File: config.mk
export PLATFORM = sky130hd
export DESIGN_NAME = pit_timer
export DESIGN_NICKNAME = d
export VERILOG_FILES = /design/src/design/pit_pkg.sv /design/src/design/pit_prescaler.sv /design/src/design/pit_timer.sv
export SDC_FILE = /design/constraint.sdc
export NUM_CORES = 1
export LEC_CHECK = 0
export ABC_AREA = 1
export BUFFER_PORTS_ARGS = -buffer_cell sky130_fd_sc_hd__buf_4
export CAP_MARGIN = 25
export CORE_MARGIN = 4
export CORE_UTILIZATION = 55
export DETAILED_ROUTE_END_ITERATION = 10
export GPL_TIMING_DRIVEN = 0
export HOLD_SLACK_MARGIN = 0.12
export PLACE_DENSITY = 0.77
export SYNTH_ARGS = -nofsm -noshare
export SYNTH_HDL_FRONTEND = slang
export SYNTH_HIERARCHICAL = 1
export SYNTH_SLANG_ARGS = --single-unit
File: constraint.sdc
create_clock -name clk_i -period 2.5 [get_ports clk_i]
set_clock_uncertainty 0.05 [all_clocks]
set_input_delay 0.125 -clock clk_i [delete_from_list [all_inputs] [get_ports clk_i]]
set_output_delay 0.125 -clock clk_i [all_outputs]
set_load 0.01 [all_outputs]
File: src/design/pit_pkg.sv
package pit_pkg;

	// ----------------------------------------
	// Widths
	// ----------------------------------------
	localparam int DATA_W = 32;
	localparam int ADR_W = 8;
	localparam int SEL_W = 4;
	localparam int COUNT_W = 16;
	localparam int SCALE_W = 8;

	// ----------------------------------------
	// Register byte offsets
	// ----------------------------------------
	localparam logic [7:0] ADR_COUNT = 8'h00;
	localparam logic [7:0] ADR_SCALE = 8'h04;
	localparam logic [7:0] ADR_PERIOD = 8'h08;
	localparam logic [7:0] ADR_CTRL = 8'h0C;
	localparam logic [7:0] ADR_IRQ_STATUS = 8'h10;
	localparam logic [7:0] ADR_IRQ_MASK = 8'h14;

	// ----------------------------------------
	// Field positions
	// ----------------------------------------
	localparam int CTRL_RUN_BIT = 0;
	localparam int IRQ_EXPIRE_BIT = 0;
	localparam int WORD_LSB = 2;
	localparam int BYTE_W = 8;

	// ----------------------------------------
	// Reset values
	// ----------------------------------------
	localparam logic [15:0] COUNT_RST = 16'h0000;
	localparam logic [7:0] SCALE_RST = 8'h00;
	localparam logic [15:0] PERIOD_RST = 16'h0000;
	localparam logic RUN_RST = 1'b0;
	localparam logic IRQ_STATUS_RST = 1'b0;
	localparam logic IRQ_MASK_RST = 1'b0;
	localparam logic [31:0] RDATA_RST = 32'h0000_0000;

endpackage : pit_pkg

File: src/design/pit_prescaler.sv
`timescale 1ns/1ns
`default_nettype none

module pit_prescaler #(
	parameter int SCALE_W = pit_pkg::SCALE_W
) (
	// Clock, reset and enable
	input wire logic clk_i,
	input wire logic rst_i,
	input wire logic ce_i,
	// Control
	input wire logic run_i,
	input wire logic restart_i,
	input wire logic [SCALE_W-1:0] scale_i,
	// Terminal event
	output logic tick_o
);

	typedef struct packed {
		logic [SCALE_W-1:0] cnt;
	} pit_pscl_state_t;

	pit_pscl_state_t s_reg;
	pit_pscl_state_t s_next;

	assign tick_o = run_i & ~restart_i & (s_reg.cnt == scale_i);

	always_comb
	begin
		s_next = s_reg;
		if (restart_i || tick_o || !run_i)
		begin
			s_next.cnt = '0;
		end
		else
		begin
			s_next.cnt = s_reg.cnt + SCALE_W'(1);
		end
	end

	always_ff @(posedge clk_i)
	begin
		if (rst_i)
		begin
			s_reg <= '0;
		end
		else if (ce_i)
		begin
			s_reg <= s_next;
		end
	end
endmodule : pit_prescaler

`default_nettype wire

File: src/design/pit_timer.sv
`timescale 1ns/1ns
`default_nettype none

// Contract
// - 16-bit down counter, software loadable and readable, decrements per prescaler event.
// - 8-bit prescale holds n-1; counter steps once every n clocks.
// - Counter at zero raises the timer interrupt request.
// - Counter at zero reloads from the 16-bit period register, recurring.
module pit_timer #(
	parameter int COUNT_W = pit_pkg::COUNT_W,
	parameter int SCALE_W = pit_pkg::SCALE_W
) (
	// Clock, reset, enable
	input wire logic clk_i,
	input wire logic rst_i,
	input wire logic ce_i,
	// Wishbone slave
	input wire logic wb_cyc_i,
	input wire logic wb_stb_i,
	input wire logic wb_we_i,
	input wire logic [pit_pkg::ADR_W-1:0] wb_adr_i,
	input wire logic [pit_pkg::SEL_W-1:0] wb_sel_i,
	input wire logic [pit_pkg::DATA_W-1:0] wb_dat_i,
	output logic [pit_pkg::DATA_W-1:0] wb_dat_o,
	output logic wb_ack_o,
	// Interrupt
	output logic irq_o
);

	// ----------------------------------------
	// State
	// ----------------------------------------
	typedef struct packed {
		logic [COUNT_W-1:0] count;
		logic [SCALE_W-1:0] scale;
		logic [COUNT_W-1:0] period;
		logic run;
		logic irq_status;
		logic irq_mask;
		logic ack;
		logic [pit_pkg::DATA_W-1:0] rdata;
	} pit_state_t;

	localparam pit_state_t STATE_RST = '{
		count: COUNT_W'(pit_pkg::COUNT_RST),
		scale: SCALE_W'(pit_pkg::SCALE_RST),
		period: COUNT_W'(pit_pkg::PERIOD_RST),
		run: pit_pkg::RUN_RST,
		irq_status: pit_pkg::IRQ_STATUS_RST,
		irq_mask: pit_pkg::IRQ_MASK_RST,
		ack: 1'b0,
		rdata: pit_pkg::RDATA_RST
	};

	pit_state_t s_reg;
	pit_state_t s_next;

	// ----------------------------------------
	// Decode helpers
	// ----------------------------------------
	function automatic logic reg_hit(
		input logic [pit_pkg::ADR_W-1:0] adr,
		input logic [pit_pkg::ADR_W-1:0] off
	);
		reg_hit = adr[pit_pkg::ADR_W-1:pit_pkg::WORD_LSB] == off[pit_pkg::ADR_W-1:pit_pkg::WORD_LSB];
	endfunction : reg_hit

	function automatic logic [pit_pkg::DATA_W-1:0] merge_bytes(
		input logic [pit_pkg::DATA_W-1:0] old,
		input logic [pit_pkg::DATA_W-1:0] wdat,
		input logic [pit_pkg::SEL_W-1:0] sel
	);
		logic [pit_pkg::DATA_W-1:0] res;
		res = old;
		for (int b = 0; b < pit_pkg::SEL_W; b++)
		begin
			if (sel[b])
			begin
				res[b*pit_pkg::BYTE_W +: pit_pkg::BYTE_W] = wdat[b*pit_pkg::BYTE_W +: pit_pkg::BYTE_W];
			end
		end
		merge_bytes = res;
	endfunction : merge_bytes

	// ----------------------------------------
	// Bus strobes
	// ----------------------------------------
	logic req;
	logic wr_now;
	logic rd_now;
	logic wr_count;
	logic wr_scale;
	logic tick;
	logic expire;
	logic [pit_pkg::DATA_W-1:0] rd_mux;

	assign req = wb_cyc_i & wb_stb_i;
	// Writes and read side effects land on the acknowledged edge
	assign wr_now = req & wb_we_i & s_reg.ack;
	assign rd_now = req & ~wb_we_i & s_reg.ack;
	assign wr_count = wr_now & reg_hit(wb_adr_i, pit_pkg::ADR_COUNT);
	assign wr_scale = wr_now & reg_hit(wb_adr_i, pit_pkg::ADR_SCALE);

	always_comb
	begin
		rd_mux = '0;
		if (reg_hit(wb_adr_i, pit_pkg::ADR_COUNT))
		begin
			rd_mux = pit_pkg::DATA_W'(s_reg.count);
		end
		else if (reg_hit(wb_adr_i, pit_pkg::ADR_SCALE))
		begin
			rd_mux = pit_pkg::DATA_W'(s_reg.scale);
		end
		else if (reg_hit(wb_adr_i, pit_pkg::ADR_PERIOD))
		begin
			rd_mux = pit_pkg::DATA_W'(s_reg.period);
		end
		else if (reg_hit(wb_adr_i, pit_pkg::ADR_CTRL))
		begin
			rd_mux[pit_pkg::CTRL_RUN_BIT] = s_reg.run;
		end
		else if (reg_hit(wb_adr_i, pit_pkg::ADR_IRQ_STATUS))
		begin
			rd_mux[pit_pkg::IRQ_EXPIRE_BIT] = s_reg.irq_status;
		end
		else if (reg_hit(wb_adr_i, pit_pkg::ADR_IRQ_MASK))
		begin
			rd_mux[pit_pkg::IRQ_EXPIRE_BIT] = s_reg.irq_mask;
		end
	end

	// ----------------------------------------
	// Prescaler
	// ----------------------------------------
	pit_prescaler #(
		.SCALE_W(SCALE_W)
	) u_prescaler (
		.clk_i(clk_i),
		.rst_i(rst_i),
		.ce_i(ce_i),
		.run_i(s_reg.run),
		.restart_i(wr_count | wr_scale),
		.scale_i(s_reg.scale),
		.tick_o(tick)
	);

	assign expire = tick & (s_reg.count == '0);

	// ----------------------------------------
	// Next state
	// ----------------------------------------
	always_comb
	begin
		s_next = s_reg;
		s_next.ack = req & ~s_reg.ack;
		if (req && !s_reg.ack)
		begin
			s_next.rdata = rd_mux;
		end
		if (expire)
		begin
			s_next.count = s_reg.period;
		end
		else if (tick)
		begin
			s_next.count = s_reg.count - COUNT_W'(1);
		end
		if (wr_count)
		begin
			s_next.count = COUNT_W'(merge_bytes(pit_pkg::DATA_W'(s_reg.count), wb_dat_i, wb_sel_i));
		end
		if (wr_scale)
		begin
			s_next.scale = SCALE_W'(merge_bytes(pit_pkg::DATA_W'(s_reg.scale), wb_dat_i, wb_sel_i));
		end
		if (wr_now && reg_hit(wb_adr_i, pit_pkg::ADR_PERIOD))
		begin
			s_next.period = COUNT_W'(merge_bytes(pit_pkg::DATA_W'(s_reg.period), wb_dat_i, wb_sel_i));
		end
		if (wr_now && reg_hit(wb_adr_i, pit_pkg::ADR_CTRL) && wb_sel_i[0])
		begin
			s_next.run = wb_dat_i[pit_pkg::CTRL_RUN_BIT];
		end
		if (wr_now && reg_hit(wb_adr_i, pit_pkg::ADR_IRQ_MASK) && wb_sel_i[0])
		begin
			s_next.irq_mask = wb_dat_i[pit_pkg::IRQ_EXPIRE_BIT];
		end
		if (rd_now && reg_hit(wb_adr_i, pit_pkg::ADR_IRQ_STATUS))
		begin
			s_next.irq_status = 1'b0;
		end
		if (expire)
		begin
			s_next.irq_status = 1'b1;
		end
	end

	always_ff @(posedge clk_i)
	begin
		if (rst_i)
		begin
			s_reg <= STATE_RST;
		end
		else if (ce_i)
		begin
			s_reg <= s_next;
		end
	end

	// ----------------------------------------
	// Outputs
	// ----------------------------------------
	// Ack only shown on an enabled edge, where the access really lands
	assign wb_ack_o = s_reg.ack & ce_i;
	assign wb_dat_o = s_reg.rdata;
	assign irq_o = s_reg.irq_status & s_reg.irq_mask;
endmodule : pit_timer

`default_nettype wire

==> out/summary.txt <==
status - finished, final reports clean
TritonCTS Buffers - 9
clk sinks - 68
initial antenna violation count - 0
RSZ-0062 raised after global routing - no
CP Cell Sequence - buf_4 -> dlygate4sd3_1 -> nor2_2 -> nand3_2 -> a21oi_2 -> nor3_4 -> buf_4 -> inv_1 -> nand2_4 -> nand3_2 -> buf_2 -> a21oi_1 -> nand2_1 -> inv_1
Port Buffers - 47
full die area - 0.00885 sq mm
P&R area growth vs syn - 25.0%
post-synthesis area per instance - 6.72 sq um
detailed-route via count - 4278
Clock Power Share - 42.1%
Sw Pwr - 0.589 mW
crit path launch type - primary input
Post-Route WL - 11600 um
H-tree levels - 3
Netlist Area Pre-Place - 0.00408 sq mm
VDD IR-drop max - 0.419 mV
P_leak - 2.39 nW
I/O pins - 84
Max stage delay on crit path - 0.57 ns
ys async rst share - 0%
crit share post-route - 94.6%
Logic pwr share - 10.4%
Slew headroom - 58.3%
DR DRC count - 0
filler instances - 647
DR pass1 iterations - 5
CTS root buffer - clkbuf_8
area of the multi-input gates - 0.00220 sq mm
share of power burned in registers - 47.5%
DR vias/cell - 5.29
FF-to-FF Start - s_reg[56]$_SDFFE_PP0P_
initial detailed-routing violation count - 455
Clock Latency Late Sink - 0.35 ns
post-synth top area share - 33.4%
Worst setup EP type - register
min-delay worst type - primary input to register
critical path required time - 2.71 ns
Core Util, Final - 70.6%
Core ar. - 0.00721 sq mm
sequential cell area fraction in the yosys report - 33.4%
Hold Vio Cnt, Final - 0
CP startpoint - wb_adr_i[3]
max-slew violation count - 0
dominant register cell in the synthesized netlist - dfxtp_1
P_int - 1.73 mW
Worst-Margin Slew - 0.626 ns
Worst-path clk slew - 0.08 ns
Synth warnings - 6
vias in the first global route - 3902
CP Class - primary input to register
Congestion Overflow GR - 0
Worst path slowest cell - dlygate4sd3_1
Wirelength per Cell - 14.3 um
Net Sw Frac - 25.4%
largest net degree at the start of global routing - 13
first-pass GRT wire length - 18600 um
Max Cap Viol - 0
minimum clock period - 2.36 ns
Die Y-Extent - 94.1 um
clock buffer depth - 2
dominant cell by count in the synthesized netlist - nand2_1
Worst Path Arrival - 2.57 ns
post-synth top area cell - dfxtp_1
post-synthesis cell count - 607
top cells by area, synth - dfxtp_1 (33%), nand2_1 (11%), nor2_1 (7.2%)
TritonCTS clock tree - built
count of final setup violators - 0
top cells by count, synth - nand2_1 (117), nor2_1 (78), dfxtp_1 (68)
GP Congestion - 0.932
Final nets - 756
Reg area - 0.00136 sq mm
Antenna diodes - 0
GRT Util Overall - 26.8%
Initial Util - 56.5%
max reg flops - 44
Yosys reg bits - 68
Chip Width - 94.1 um
layout cells sized above 1 - 21.7%
DRT antenna net count - 0
final hold slack - 0.156 ns
distinct cell type count after synthesis - 36
hold path start - wb_adr_i[6]
dpl hpwl - 8320 um
Core Rows - 31
EDFF count, synth - 0
PD cells - 455 mW/mm^2
Fmax - 423 MHz
critical path peak fanout - 10
[power groups by stage]
stage,clock network [mW],logic (mW),registers [mW]
final,0.976,0.242,1.10
after global routing,1.04,0.262,1.10
after CTS,0.977,0.238,1.10
after detailed placement,0,0.209,1.13
after global placement,0,0.206,1.13
after floorplan,0,0.120,1.12
[cell type report]
| type | instances | share of cell area (%) |
|---|---|---|
| multi-input cells | 430 | 43.1 |
| flip-flops and latches | 68 | 26.7 |
| repair buffers | 71 | 11.6 |
| plain buffers | 53 | 6.80 |
| inverters | 71 | 5.23 |
| clock buffers | 11 | 2.97 |
| well taps | 99 | 2.43 |
| clock inverters | 5 | 1.15 |
[routing by layer]
layer | global-route usage (%) | up-vias | part of all wire, %
li1 | - | 2110 | -
met1 | 36.9 | 1963 | 46
met2 | 41.0 | 179 | 45
met3 | 5.37 | 26 | 7.1
met4 | 10.7 | 0 | 1.8
met5 | 0 | - | 0
[cell families (layout without fill, tap and decap cells)]
family	count (synthesis)	in the layout	synth area share [%]
compound gates	135	135	17.9
other cells	1	16	0.0920
flops	68	68	33.4
buf+inv	124	211	14.9
simple gates	261	261	29.6
xor+xnor	16	16	3.44
fa+ha+maj	2	2	0.614
[final timing paths]
path                              endpoint  slack (ns)  cells after the start
hold reg to reg   wb_dat_o[3]$_SDFFE_PP0P_        0.42                      2
setup / recovery    s_reg[63]$_SDFFE_PP0P_        0.14                     14
hold / removal      s_reg[33]$_SDFFE_PP0P_        0.16                      5
setup reg to reg    s_reg[68]$_SDFFE_PP0P_        0.18                     14
[worst max-delay path: cells and delay by family]
| family | cells | cell delay (ns) |
|---|---|---|
| AO/OA/AOI/OAI | 2 | 0.40 |
| buffers and inverters | 6 | 1.22 |
| AND/OR/NAND/NOR | 6 | 0.81 |
[through the flow]
step / cell area [sq um] / instances / setup TNS [ns] / setup slack, ns / power, mW
after floorplan: 4130 / 622 / 0 / 0.391 / 1.24
final: 5100 / 808 / 0 / 0.136 / 2.32
after detailed placement: 4610 / 768 / -10.32 / -0.795 / 1.33
after global routing: 5100 / 808 / 0 / 0.00928 / 2.40
after global placement: 4610 / 768 / -10.34 / -0.829 / 1.33
after CTS: 5070 / 808 / 0 / 0.0239 / 2.32
[what timing repair did]
item / CTS / global route
endpoints found under the hold margin: 45 / 0
pin swaps: 1 / 1
resized for setup: 5 / 5
setup endpoints to repair: 14 / 11
hold buffers: 23 / 0
setup buffers: 1 / 0
[cells in the final DEF (no fill, tap or decap), types with 2 or more instances in the layout]
cell             n
xor2_1           8
o21ai_0         39
nand2_1        117
o221ai_1         4
nor2_2          16
nor3_1           3
nand2_4          4
a21oi_1         54
clkbuf_1         8
o211ai_1         9
nand4_1         10
dfxtp_1         68
nor2_8           2
inv_2            9
nand3_2          3
xnor2_1          8
nand3_4          2
o21ai_1         19
clkbuf_8        11
o22ai_1          5
nand3_1         18
ha_1             2
conb_1          16
nor2_1          77
nor2_4           3
inv_1           62
dlygate4sd3_1   23
buf_4           81
clkinvlp_4       2
buf_2            9
a31oi_1          2
No activity file was read; power rests on OpenSTA's default activity.
